<file path="config.mk">
export PLATFORM = sky130hd
export DESIGN_NAME = dtc_timer_top
export DESIGN_NICKNAME = d
export VERILOG_FILES = /design/src/dtc_pkg.sv /design/src/dtc_pin_sampler.sv /design/src/dtc_timer_top.sv
export SDC_FILE = /design/constraint.sdc
export NUM_CORES = 1
export LEC_CHECK = 0
export CORE_MARGIN = 1.5
export CORE_UTILIZATION = 35
export DETAILED_ROUTE_END_ITERATION = 10
export DONT_BUFFER_PORTS = 1
export PLACE_DENSITY_LB_ADDON = 0.15
export SYNTH_ARGS = -nofsm -noshare
export SYNTH_HDL_FRONTEND = slang
export SYNTH_SLANG_ARGS = --single-unit
export TNS_END_PERCENT = 30
</file>
<file path="constraint.sdc">
create_clock -name pclk -period 4.1 [get_ports pclk]
set_input_delay 0.41 -clock pclk [delete_from_list [all_inputs] [get_ports pclk]]
set_output_delay 0.41 -clock pclk [all_outputs]
set_load 0.01 [all_outputs]
</file>
<file path="src/dtc_pkg.sv">
// Package of constants for the dual timer/counter block
//=====================================================================
// How it works
// - Unit 1 flag: overflow sets, ack/software change
// - Unit 0 flag: overflow sets, ack/software change
// - Run bit low freezes count; high counts
// - Mode 0 counts high byte plus five bits
// - Count needs run and (no gate or pin)
// - Gate select follows gate pin level
// - Mode 0 roll 1FFF to 0 sets flag
// - Mode 1 roll FFFF to 0 sets flag
// - Mode 2 low byte reloads from high byte
// - Only unit 1 overflow drives baud tick
// - Unit 1 in mode 3 is frozen
// - Split low byte uses unit 0 controls
// - Split high byte uses unit 1 run/flag
// - Split: unit 1 ignores run, no flag
// - Split: unit 1 still gives baud ticks
// - Peripheral clock is supplied as pclk
// - Timer ticks every six clocks; select bits
// - Count pin sampled per machine cycle
// - Mode bits: 13, 16, reload, split/halt
package dtc_pkg;

    //=================================================================
    // Register indices; byte address is four times the index
    localparam logic [9:0]  IDX_CONTROL = 10'h088;
    localparam logic [9:0]  IDX_MODE    = 10'h089;
    localparam logic [9:0]  IDX_U0_LOW  = 10'h08A;
    localparam logic [9:0]  IDX_U1_LOW  = 10'h08B;
    localparam logic [9:0]  IDX_U0_HIGH = 10'h08C;
    localparam logic [9:0]  IDX_U1_HIGH = 10'h08D;

    //=================================================================
    // Control register bit positions
    localparam int          CTL_FLAG1 = 7;
    localparam int          CTL_RUN1  = 6;
    localparam int          CTL_FLAG0 = 5;
    localparam int          CTL_RUN0  = 4;

    //=================================================================
    // Mode register bit positions (unit 1 in upper nibble)
    localparam int          MOD_GATE0   = 3;
    localparam int          MOD_CT0     = 2;
    localparam int          MOD_SEL0_LO = 0;
    localparam int          MOD_GATE1   = 7;
    localparam int          MOD_CT1     = 6;
    localparam int          MOD_SEL1_LO = 4;

    //=================================================================
    // Reset values and timing
    localparam logic [7:0]  REG_RESET   = 8'h00;
    localparam int          MC_CLOCKS   = 6;
    localparam logic [2:0]  MC_LAST     = 3'(MC_CLOCKS - 1);

    //=================================================================
    // Operating modes
    typedef enum logic [1:0] {
        MODE_13BIT  = 2'b00,
        MODE_16BIT  = 2'b01,
        MODE_RELOAD = 2'b10,
        MODE_SPLIT  = 2'b11
    } dtc_mode_e;

endpackage : dtc_pkg

</file>
<file path="src/dtc_pin_sampler.sv">
// Pin synchroniser and machine-cycle edge sampler for one unit
`timescale 1ns/1ps
`default_nettype none
module dtc_pin_sampler (
    // Clock and reset
    input  wire logic pclk,
    input  wire logic presetn,
    // Machine cycle strobe
    input  wire logic mc_tick,
    // External pins
    input  wire logic count_pin,
    input  wire logic gate_pin,
    // Sampled results
    output logic      count_fall,
    output logic      gate_level
);
    logic [1:0] cnt_sync_reg;
    logic [1:0] gate_sync_reg;
    logic       cnt_samp_reg;
    logic       fall_reg;

    //=================================================================
    // Two-stage synchronisers; first stage feeds only the second
    always_ff @(posedge pclk or negedge presetn) begin
        if (!presetn) begin
            cnt_sync_reg  <= 2'h0;
            gate_sync_reg <= 2'h0;
        end else begin
            cnt_sync_reg  <= {cnt_sync_reg[0], count_pin};
            gate_sync_reg <= {gate_sync_reg[0], gate_pin};
        end
    end

    //=================================================================
    // One sample per machine cycle; high then low is a count
    always_ff @(posedge pclk or negedge presetn) begin
        if (!presetn) begin
            cnt_samp_reg <= 1'b0;
            fall_reg     <= 1'b0;
        end else begin
            fall_reg <= mc_tick & cnt_samp_reg & ~cnt_sync_reg[1];
            if (mc_tick) begin
                cnt_samp_reg <= cnt_sync_reg[1];
            end
        end
    end

    // Pulses shorter than a machine cycle may be missed
    assign count_fall = fall_reg;
    assign gate_level = gate_sync_reg[1];

endmodule : dtc_pin_sampler
`default_nettype wire

</file>
<file path="src/dtc_timer_top.sv">
// Dual 16-bit timer/counter with four modes and an APB slave
`timescale 1ns/1ps
`default_nettype none
module dtc_timer_top
    import dtc_pkg::*;
(
    // Clock and reset
    input  wire logic        pclk,
    input  wire logic        presetn,
    // APB slave
    input  wire logic        psel,
    input  wire logic        penable,
    input  wire logic        pwrite,
    input  wire logic [11:0] paddr,
    input  wire logic [31:0] pwdata,
    output logic      [31:0] prdata,
    output logic             pready,
    output logic             pslverr,
    // External pins
    input  wire logic        unit0_count_pin,
    input  wire logic        unit1_count_pin,
    input  wire logic        unit0_gate_pin,
    input  wire logic        unit1_gate_pin,
    // Interrupt controller side
    output logic             unit0_irq,
    output logic             unit1_irq,
    input  wire logic        unit0_irq_ack,
    input  wire logic        unit1_irq_ack,
    // Serial port baud source
    output logic             unit1_baud_tick
);

    //=================================================================
    // Step one unit: returns {overflow, high, low}
    function automatic logic [16:0] dtc_step(input logic [1:0] mode,
                                             input logic [7:0] hi,
                                             input logic [7:0] lo);
        logic [13:0] s13;
        logic [16:0] s16;
        logic [8:0]  s8;
        s13 = {1'b0, hi, lo[4:0]} + 14'h0001;
        s16 = {1'b0, hi, lo} + 17'h00001;
        s8  = {1'b0, lo} + 9'h001;
        case (mode)
            MODE_13BIT:  dtc_step = {s13[13], s13[12:5], lo[7:5],
                                     s13[4:0]};
            MODE_16BIT:  dtc_step = s16;
            MODE_RELOAD: dtc_step = {s8[8], hi,
                                     s8[8] ? hi : s8[7:0]};
            default:     dtc_step = {1'b0, hi, lo};
        endcase
    endfunction : dtc_step

    //=================================================================
    // Register state
    logic [7:0] mode_reg;
    logic [7:0] u0_lo_reg;
    logic [7:0] u0_hi_reg;
    logic [7:0] u1_lo_reg;
    logic [7:0] u1_hi_reg;
    logic       flag0_reg;
    logic       flag1_reg;
    logic       run0_reg;
    logic       run1_reg;
    logic [2:0] mc_cnt_reg;
    logic       baud_reg;

    //=================================================================
    // APB decode; zero wait states, unmapped words flag an error
    logic [9:0] idx;
    logic       acc;
    logic       wr;
    logic       hit_ctl;
    logic       hit_mod;
    logic       hit_t0l;
    logic       hit_t0h;
    logic       hit_t1l;
    logic       hit_t1h;
    logic       mapped;
    logic [7:0] rd_byte;
    logic [7:0] wbyte;

    assign idx     = paddr[11:2];
    assign acc     = psel & penable;
    assign wr      = acc & pwrite;
    assign hit_ctl = (idx == IDX_CONTROL);
    assign hit_mod = (idx == IDX_MODE);
    assign hit_t0l = (idx == IDX_U0_LOW);
    assign hit_t0h = (idx == IDX_U0_HIGH);
    assign hit_t1l = (idx == IDX_U1_LOW);
    assign hit_t1h = (idx == IDX_U1_HIGH);
    assign mapped  = hit_ctl | hit_mod | hit_t0l | hit_t0h | hit_t1l
                   | hit_t1h;
    assign wbyte   = pwdata[7:0];
    assign pready  = 1'b1;
    assign pslverr = acc & ~mapped;

    // Read mux; external-interrupt bits are not in this block
    assign rd_byte = hit_ctl ? {flag1_reg, run1_reg, flag0_reg, run0_reg,
                                4'h0}
                   : hit_mod ? mode_reg
                   : hit_t0l ? u0_lo_reg
                   : hit_t0h ? u0_hi_reg
                   : hit_t1l ? u1_lo_reg
                   : hit_t1h ? u1_hi_reg
                   : 8'h00;
    assign prdata  = {24'h000000, rd_byte};

    //=================================================================
    // Machine cycle prescaler; pclk is the peripheral clock
    logic mc_tick;
    assign mc_tick = (mc_cnt_reg == MC_LAST);

    always_ff @(posedge pclk or negedge presetn) begin
        if (!presetn) begin
            mc_cnt_reg <= 3'h0;
        end else begin
            mc_cnt_reg <= mc_tick ? 3'h0 : mc_cnt_reg + 3'h1;
        end
    end

    //=================================================================
    // Pin sampling for both units
    logic fall0;
    logic fall1;
    logic gpin0;
    logic gpin1;

    dtc_pin_sampler u_pins0 (
        .pclk      (pclk),
        .presetn   (presetn),
        .mc_tick   (mc_tick),
        .count_pin (unit0_count_pin),
        .gate_pin  (unit0_gate_pin),
        .count_fall(fall0),
        .gate_level(gpin0)
    );

    dtc_pin_sampler u_pins1 (
        .pclk      (pclk),
        .presetn   (presetn),
        .mc_tick   (mc_tick),
        .count_pin (unit1_count_pin),
        .gate_pin  (unit1_gate_pin),
        .count_fall(fall1),
        .gate_level(gpin1)
    );

    //=================================================================
    // Mode fields and count enables
    logic [1:0] mode0;
    logic [1:0] mode1;
    logic       split;
    logic       src0;
    logic       src1;
    logic       en0;
    logic       en1;
    logic       tick0;
    logic       tick1;
    logic       tick_hi;

    assign mode0 = mode_reg[MOD_SEL0_LO +: 2];
    assign mode1 = mode_reg[MOD_SEL1_LO +: 2];
    assign split = (mode0 == MODE_SPLIT);
    assign src0  = mode_reg[MOD_CT0] ? fall0 : mc_tick;
    assign src1  = mode_reg[MOD_CT1] ? fall1 : mc_tick;
    assign en0   = run0_reg & (~mode_reg[MOD_GATE0] | gpin0);
    // Split mode takes the run bit away from unit 1, not its gate
    assign en1   = (split | run1_reg)
                 & (~mode_reg[MOD_GATE1] | gpin1);
    assign tick0 = en0 & src0;
    assign tick1 = en1 & src1 & (mode1 != MODE_SPLIT);
    assign tick_hi = split & run1_reg & mc_tick;

    //=================================================================
    // Next counts for both units
    logic [16:0] step0;
    logic [16:0] step1;
    logic [8:0]  lo0_inc;
    logic [8:0]  hi0_inc;
    logic        ovf0;
    logic        ovf1;
    logic        ovf_hi;
    logic [7:0]  u0_lo_cnt;
    logic [7:0]  u0_hi_cnt;

    assign step0   = dtc_step(mode0, u0_hi_reg, u0_lo_reg);
    assign step1   = dtc_step(mode1, u1_hi_reg, u1_lo_reg);
    assign lo0_inc = {1'b0, u0_lo_reg} + 9'h001;
    assign hi0_inc = {1'b0, u0_hi_reg} + 9'h001;
    assign ovf0    = tick0 & (split ? lo0_inc[8] : step0[16]);
    assign ovf1    = tick1 & step1[16];
    assign ovf_hi  = tick_hi & hi0_inc[8];

    // Split mode counts the two bytes of unit 0 separately
    assign u0_lo_cnt = !tick0 ? u0_lo_reg
                     : split  ? lo0_inc[7:0] : step0[7:0];
    assign u0_hi_cnt = split  ? (tick_hi ? hi0_inc[7:0] : u0_hi_reg)
                     : tick0  ? step0[15:8] : u0_hi_reg;

    //=================================================================
    // Flag sources: in split mode unit 0 high byte owns unit 1 flag
    logic set0;
    logic set1;
    assign set0 = ovf0;
    assign set1 = split ? ovf_hi : ovf1;

    //=================================================================
    // Counter bytes; a software write wins over a count step
    always_ff @(posedge pclk or negedge presetn) begin
        if (!presetn) begin
            u0_lo_reg <= REG_RESET;
            u0_hi_reg <= REG_RESET;
            u1_lo_reg <= REG_RESET;
            u1_hi_reg <= REG_RESET;
        end else begin
            u0_lo_reg <= (wr && hit_t0l) ? wbyte : u0_lo_cnt;
            u0_hi_reg <= (wr && hit_t0h) ? wbyte : u0_hi_cnt;
            u1_lo_reg <= (wr && hit_t1l) ? wbyte
                       : tick1 ? step1[7:0] : u1_lo_reg;
            u1_hi_reg <= (wr && hit_t1h) ? wbyte
                       : tick1 ? step1[15:8] : u1_hi_reg;
        end
    end

    //=================================================================
    // Control and mode registers; overflow beats any clear
    always_ff @(posedge pclk or negedge presetn) begin
        if (!presetn) begin
            mode_reg  <= REG_RESET;
            run0_reg  <= 1'b0;
            run1_reg  <= 1'b0;
            flag0_reg <= 1'b0;
            flag1_reg <= 1'b0;
        end else begin
            if (wr && hit_mod) begin
                mode_reg <= wbyte;
            end
            if (wr && hit_ctl) begin
                run0_reg <= wbyte[CTL_RUN0];
                run1_reg <= wbyte[CTL_RUN1];
            end
            if (set0) begin
                flag0_reg <= 1'b1;
            end else if (wr && hit_ctl) begin
                flag0_reg <= wbyte[CTL_FLAG0];
            end else if (unit0_irq_ack) begin
                flag0_reg <= 1'b0;
            end
            if (set1) begin
                flag1_reg <= 1'b1;
            end else if (wr && hit_ctl) begin
                flag1_reg <= wbyte[CTL_FLAG1];
            end else if (unit1_irq_ack) begin
                flag1_reg <= 1'b0;
            end
        end
    end

    //=================================================================
    // Baud tick from unit 1 only, kept in split mode too
    always_ff @(posedge pclk or negedge presetn) begin
        if (!presetn) begin
            baud_reg <= 1'b0;
        end else begin
            baud_reg <= ovf1;
        end
    end

    assign unit1_baud_tick = baud_reg;
    assign unit0_irq       = flag0_reg;
    assign unit1_irq       = flag1_reg;

    //=================================================================
    // Assertions; a bus write in the same cycle may override a check
    a_flag0_overflow_set: assert property (@(posedge pclk)
        disable iff (!presetn)
        set0 |=> flag0_reg && unit0_irq)
        else $error("unit 0 flag missed an overflow");

    a_flag1_overflow_set: assert property (@(posedge pclk)
        disable iff (!presetn)
        set1 |=> flag1_reg)
        else $error("unit 1 flag missed an overflow");

    a_ack_clears_flag0: assert property (@(posedge pclk)
        disable iff (!presetn)
        unit0_irq_ack && !set0 && !(wr && hit_ctl) |=> !flag0_reg)
        else $error("ack did not clear unit 0 flag");

    a_halted_unit_holds: assert property (@(posedge pclk)
        disable iff (!presetn)
        !run0_reg && !wr |=> $stable(u0_lo_reg))
        else $error("halted unit 0 low byte moved");

    a_mode0_top_bits: assert property (@(posedge pclk)
        disable iff (!presetn)
        mode0 == MODE_13BIT && !wr |=> $stable(u0_lo_reg[7:5]))
        else $error("mode 0 touched upper low-byte bits");

    // Split excluded: there the high byte runs on unit 1 run bit
    a_gate_blocks_count: assert property (@(posedge pclk)
        disable iff (!presetn)
        mode_reg[MOD_GATE0] && !gpin0 && !split && !wr
        |=> $stable({u0_hi_reg, u0_lo_reg}))
        else $error("unit 0 counted with gate low");

    // Split excluded: unit 1 may not touch its flag there
    a_mode2_reload: assert property (@(posedge pclk)
        disable iff (!presetn)
        mode1 == MODE_RELOAD && !split && tick1 && u1_lo_reg == 8'hFF
        && !wr |=> u1_lo_reg == $past(u1_hi_reg) && flag1_reg)
        else $error("mode 2 reload wrong");

    a_unit1_frozen: assert property (@(posedge pclk)
        disable iff (!presetn)
        mode1 == MODE_SPLIT && !wr
        ##0 (mode1 == MODE_SPLIT && !wr) [*3]
        |=> $stable(u1_lo_reg))
        else $error("unit 1 counted in mode 3");

    // Judged from the count itself, not from the overflow wire
    a_baud_from_unit1: assert property (@(posedge pclk)
        disable iff (!presetn)
        mode1 == MODE_16BIT && tick1 && {u1_hi_reg, u1_lo_reg} == 16'hFFFF
        && !wr |=> unit1_baud_tick)
        else $error("unit 1 wrap gave no baud tick");

    a_split_hi_flag: assert property (@(posedge pclk)
        disable iff (!presetn)
        split && ovf1 && !ovf_hi && !(wr && hit_ctl) && !flag1_reg
        |=> !flag1_reg)
        else $error("unit 1 set its flag in split mode");

    a_mc_period: assert property (@(posedge pclk)
        disable iff (!presetn)
        mc_tick |=> !mc_tick [*5] ##1 mc_tick)
        else $error("machine cycle is not six clocks");

    c_mode0_roll: cover property (@(posedge pclk) disable iff (!presetn)
        mode0 == MODE_13BIT && set0);
    c_mode2_reload: cover property (@(posedge pclk) disable iff (!presetn)
        mode1 == MODE_RELOAD && ovf1);
    c_split_hi_roll: cover property (@(posedge pclk) disable iff (!presetn)
        ovf_hi);
    c_pin_count: cover property (@(posedge pclk) disable iff (!presetn)
        mode_reg[MOD_CT0] && tick0);

endmodule : dtc_timer_top
`default_nettype wire

</file>
After elaboration in Yosys (flattened, before gate mapping)

Cells that the tools add are included.

Output and inout port bits: 37
Register bits after elaboration: 60
Input bits: 55

Mux-type cells: 32
Add/sub/neg operators: 8
Equality and inequality tests: 18
Reduce and logical (&&, ||, !) cells: 26
Bitwise operators: 30

Operators by type and width:

| operator                                        | count |
|---|---|
| two-way mux 8 bit                               | 19 |
| case mux 17 bit (3 select lines)                | 2 |
| == test 10 x 8 -> 1 bit (second input constant) | 6 |
| adder 16 x 1 -> 17 bit (second input constant)  | 2 |
| adder 13 x 1 -> 14 bit (second input constant)  | 2 |
| adder 8 x 1 -> 9 bit (second input constant)    | 3 |
| AND 1 bit                                       | 17 |
| nonzero test 3 bit                              | 5 |
| nonzero test 4 bit                              | 3 |
| two-way mux 1 bit                               | 10 |
| AND reduction 3 bit                             | 3 |
| bitwise OR 1 bit                                | 8 |
| == test 2 bit (second input constant)           | 3 |
| logical AND 1 bit                               | 6 |
| inequality test 2 bit (second input constant)   | 3 |
| inequality test 3 bit (second input constant)   | 2 |
| nonzero test 2 bit                              | 3 |
| NOT 1 bit                                       | 5 |
| nonzero test 5 bit                              | 1 |
| == test 2 x 1 -> 1 bit (second input constant)  | 2 |
| zero test 2 bit                                 | 2 |
| AND reduction 2 bit                             | 2 |
| AND reduction 4 bit                             | 1 |
| adder 3 x 1 -> 3 bit (second input constant)    | 1 |
| 3 further kinds                                 | 3 |

Depth between registers and ports, before layout

Depth after elaboration: 8
Mapped depth: 9

Hierarchy

Synthesis repeated with hierarchy kept, for this count alone.

Cells, all modules: 576
Area total of the unflattened synthesis: 4733.3 sq um

Modules (own cells, without submodules):

| module          | seq. area each (sq um) | area each (sq um) | instances | cells each |
|---|---|---|---|---|
| dtc_timer_top   | 1201.2                 | 4383.0            | 1         | 560 |
| dtc_pin_sampler | 150.1                  | 175.2             | 2         | 8 |

Worst setup path after synthesis

No wires, ideal clock.

Kind: input to output
Start point: in paddr[8]
End point: out prdata[0]
Data required time: 3690 ps
Stages: 5
Arrival: 1840 ps
Setup slack: 1850 ps
Path through: nor4b_1 nand2_1 nor4_1 nand2b_1 nor3_1

Longest elaborated chain between the ends: 7

Ends and longest elaborated chain:

| item                    | line                 | text |
|---|---|---|
| start: declaration      | dtc_timer_top.sv:14  | `input wire logic [11:0] paddr,` |
| == test 10 x 8 -> 1 bit | dtc_timer_top.sv:91  | `assign hit_t1h = (idx == IDX_U1_HIGH);` |
| two-way mux 8 bit       | dtc_timer_top.sv:105 | `: hit_t1h ? u1_hi_reg` |
| two-way mux 8 bit       | dtc_timer_top.sv:104 | `: hit_t1l ? u1_lo_reg` |
| two-way mux 8 bit       | dtc_timer_top.sv:103 | `: hit_t0h ? u0_hi_reg` |
| two-way mux 8 bit       | dtc_timer_top.sv:102 | `: hit_t0l ? u0_lo_reg` |
| two-way mux 8 bit       | dtc_timer_top.sv:101 | `: hit_mod ? mode_reg` |
| two-way mux 8 bit (*)   | dtc_timer_top.sv:99  | `assign rd_byte = hit_ctl ? {flag1_reg, run1_reg, flag0_reg, run0_reg,` |
| end: declaration        | dtc_timer_top.sv:16  | `output logic [31:0] prdata,` |

Mark *: on every way between the ends. The rest lies on a longest branch, timed or not.

Final worst setup path

Start point: reg mode_reg[1]
End point: reg u1_lo_reg[7]

Longest elaborated chain between the ends: 7

Ends and longest elaborated chain:

| item                          | line                 | text |
|---|---|---|
| start: declaration            | dtc_timer_top.sv:56  | `logic [7:0] mode_reg;` |
| start signal: assignment      | dtc_timer_top.sv:237 | `mode_reg <= wbyte;` |
| == test 2 bit                 | dtc_timer_top.sv:164 | `assign split = (mode0 == MODE_SPLIT);` |
| bitwise OR 1 bit              | dtc_timer_top.sv:169 | `assign en1 = (split \| run1_reg)` |
| AND 1 bit                     | dtc_timer_top.sv:170 | `& (~mode_reg[MOD_GATE1] \| gpin1);` |
| AND 1 bit (2 in series)       | dtc_timer_top.sv:172 | `assign tick1 = en1 & src1 & (mode1 != MODE_SPLIT);` |
| nonzero test 2 bit (no line)  | --                   |  |
| AND reduction 3 bit (no line) | --                   |  |
| end signal: assignment        | dtc_timer_top.sv:219 | `u1_lo_reg <= (wr && hit_t1l) ? wbyte` |
| end: declaration              | dtc_timer_top.sv:59  | `logic [7:0] u1_lo_reg;` |

Every way passes these cells.
A chain may end at the register's enable or synchronous reset.

==> impl_metrics.ini <==
[timing]
finalCriticalPeriod_ns = 2.910
max_freq_ghz = 0.3437
slew_headroom_pct = 31.21
setup_ws_ns = 1.190
setup-tns-final_ns = 0
final_max_slew_viol_count = 0
finalSetupViolCount = 0
clock_skew_ns = 0.006789
hold_violations = 0
rsz0062_at_grt = false
fin_crit_sh_pct = 70.97
tightest_slew_ns = 1.022

[setup_path]
path_cells = ha_1 > nor2_1 > a2111o_1 > nor3_1 > o21ai_0 > a221oi_1 > a21oi_1
cp_slowest_cell = ha_1
endpoint_kind = flip-flop
crit_type = flip-flop to flip-flop
crit_family = compound AO/OA/AOI/OAI gates
cp.buffers_inverters = 0
critPathLaunchType = flip-flop
max_stage_delay_ns = 0.60
r2r_slack_ns = 1.19
path_max_fanout = 16
required_ns = 4.32
crit_arrival_ns = 3.13

[power_and_ir_drop]
power_density_nw_per_um2 = 287.6
switchingPower_uw = 380.6
peakVddDrop_uv = 180.1
p_leak_uw = 0.001856
switching_share_pct = 26.66
seqPwrFrac_pct = 43.0
intPower_uw = 1047
p_total_uw = 1428
pwr-share-comb_pct = 7.1
pwr-share-clk_pct = 49.8

[clock_network]
post_cts_buffers = 0
clock_sink_count = 60
insertion_delay_ns = 0.35
path_clk_slew_ns = 0.06
cts-root-buf = clkbuf_16
cts_max_level = 3
clockBufferDepth = 2
cts_buffers = 9
cts_tree = yes

[layout]
final_nets = 625
drive_gt1_share_pct = 6.915
area_delta_synth_final_pct = 5.840
final_common_cell = nand2_1
final_cell_mix = nand2_1, dfrtp_1, o21ai_0
antennaDiodeCount = 0

[run_status]
status = finished clean

[logic_synthesis]
yosysWarnings = 0
ys.flop_type = dfrtp_1
async_flop_share_pct = 100.0
synth_area_um2 = 4692
synth.distinct_cells = 64
synth-edff-count = 0
synth_top_area_cell = dfrtp_1
synth_top_area_share_pct = 32.00
ys_ff_latch = 60
yosys-top-cells-area = dfrtp_1, nand2_1, o21ai_0
syn_area_per_cell_um2 = 8.007
netlist_instances = 586
yosysSeqAreaShare_pct = 32.00

[detailed_routing]
via_per_inst = 5.908
drt_iter0_drc = 511
highest_layer = met4
m1WireLength_um = 6549
wire_per_inst_um = 20.74
routed_wl_um = 15350
drc = 0
wl_met2_um = 7472
vias = 4372
met3_length_um = 907
firstDrtPassIters = 5
ant_nets = 0

[die]
fp.dieW_um = 118.8
die_h_um = 118.8
core_um2 = 13140
start_util_pct = 35.71
die-area_um2 = 14110
pin_count = 92
row_count = 42

[global_route]
grt_overflow = 0
grtUsageTotal_pct = 22.20
grt_max_degree = 61
grt_antenna_before_repair = 0
grt_pass1_wl_um = 23700
grt_pass1_vias = 4132

[placed_design]
gp_congestion = 0.9410
io_buffer_count = 0
hpwl_um = 10970
post-place-ws_ns = 1.254

[flow_run]
max-cap-violations = 0

[min_path]
hold_path_class = input pin to flip-flop
==> cell type report <==
cell class / count / area, um^2
Clock buffer: 9 / 225.2
Clock inverter: 7 / 51.30
Fill cell: 1369 / 8172
Inverter: 14 / 52.55
Multi-Input combinational cell: 469 / 2855
Sequential cell: 60 / 1501
Tap cell: 176 / 220.2
Timing Repair Buffer: 5 / 60.06
==> cells by family after synthesis <==
logic type                 synth area share [%]
and+or+nand+nor                           24.13
DFF                                       32.00
buffers and inverters                     8.987
AOI/OAI and AO/OA                         24.35
xor gates and xnor gates                  3.920
other                                    0.1601
adders and majority gates                 2.933
muxes                                     3.520
==> synth_stat cells, types with 5 or more instances <==
library cell  number
a211oi_1           5
a21oi_1           41
a221o_1            6
a221oi_1          11
a22o_1             8
a22oi_1            8
and2_1             6
and3_1             6
buf_4             27
clkbuf_1          30
dfrtp_1           60
ha_1              11
inv_1             14
mux2_2            12
nand2_1           64
nand2b_1           9
nand3_1           26
nand4_1            8
nor2_1            41
nor2b_1            6
nor3_1            26
nor3b_1            5
nor4_1             5
o211ai_1           6
o21ai_0           42
o31ai_1            7
or3_1              6
xnor2_1           17
==> per-stage QoR <==
stage | area [um^2] | util (%) | cells | hold WS (ns)
global route | 4966 | 37.80 | 740 | 0.07829
detailed placement | 4652 | 35.41 | 722 | 0.1164
finish | 4966 | 37.80 | 740 | 0.09467
global placement | 4652 | 35.41 | 722 | 0.1167
CTS | 4966 | 37.80 | 740 | 0.07658
floorplan | 4778 | - | 609 | 0.1144
==> timing repair <==
| item | CTS | global route |
|---|---|---|
| hold buffers | 2 | 0 |
| endpoints found under the hold margin | 60 | 0 |
| gates resized for setup | 0 | 0 |
==> power by group through the flow <==
stage	combinational (uW)	sequential (uW)	clock, uW
final	102	615	711
after global routing	112	615	756
after CTS	101	614	738
after detailed placement	83.4	625	0
after global placement	82.1	625	0
after floorplan	96.6	617	0
==> worst reg2reg max path, cell delays in order (launching register included) <==
cell	delay [ns]
dfrtp_1	0.41
ha_1	0.60
nor2_1	0.11
a2111o_1	0.44
nor3_1	0.59
o21ai_0	0.20
a221oi_1	0.33
a21oi_1	0.12
==> path summary, 6_finish.rpt <==
kind / cells past startpoint / start / end
worst min register to register: 0 / u_pins0.cnt_sync_reg[0] / u_pins0.cnt_sync_reg[1]
worst min-delay path: 0 / unit0_gate_pin / u_pins0.gate_sync_reg[0]
worst max-delay path: 7 / mode_reg[1] / u1_lo_reg[7]
min in group asynchronous: 2 / presetn / u0_hi_reg[2]
max in group asynchronous: 2 / presetn / mode_reg[6]
worst max register to register: 7 / mode_reg[1] / u1_lo_reg[7]
==> routing by layer <==
metal | GRT usage (%) | vias to the layer above
met3 | 4.633 | 29
met4 | 9.337 | 0
met5 | 0 | -
met1 | 28.14 | 2125
li1 | - | 2048
met2 | 36.66 | 170
Power figures use the tool's default switching activity.
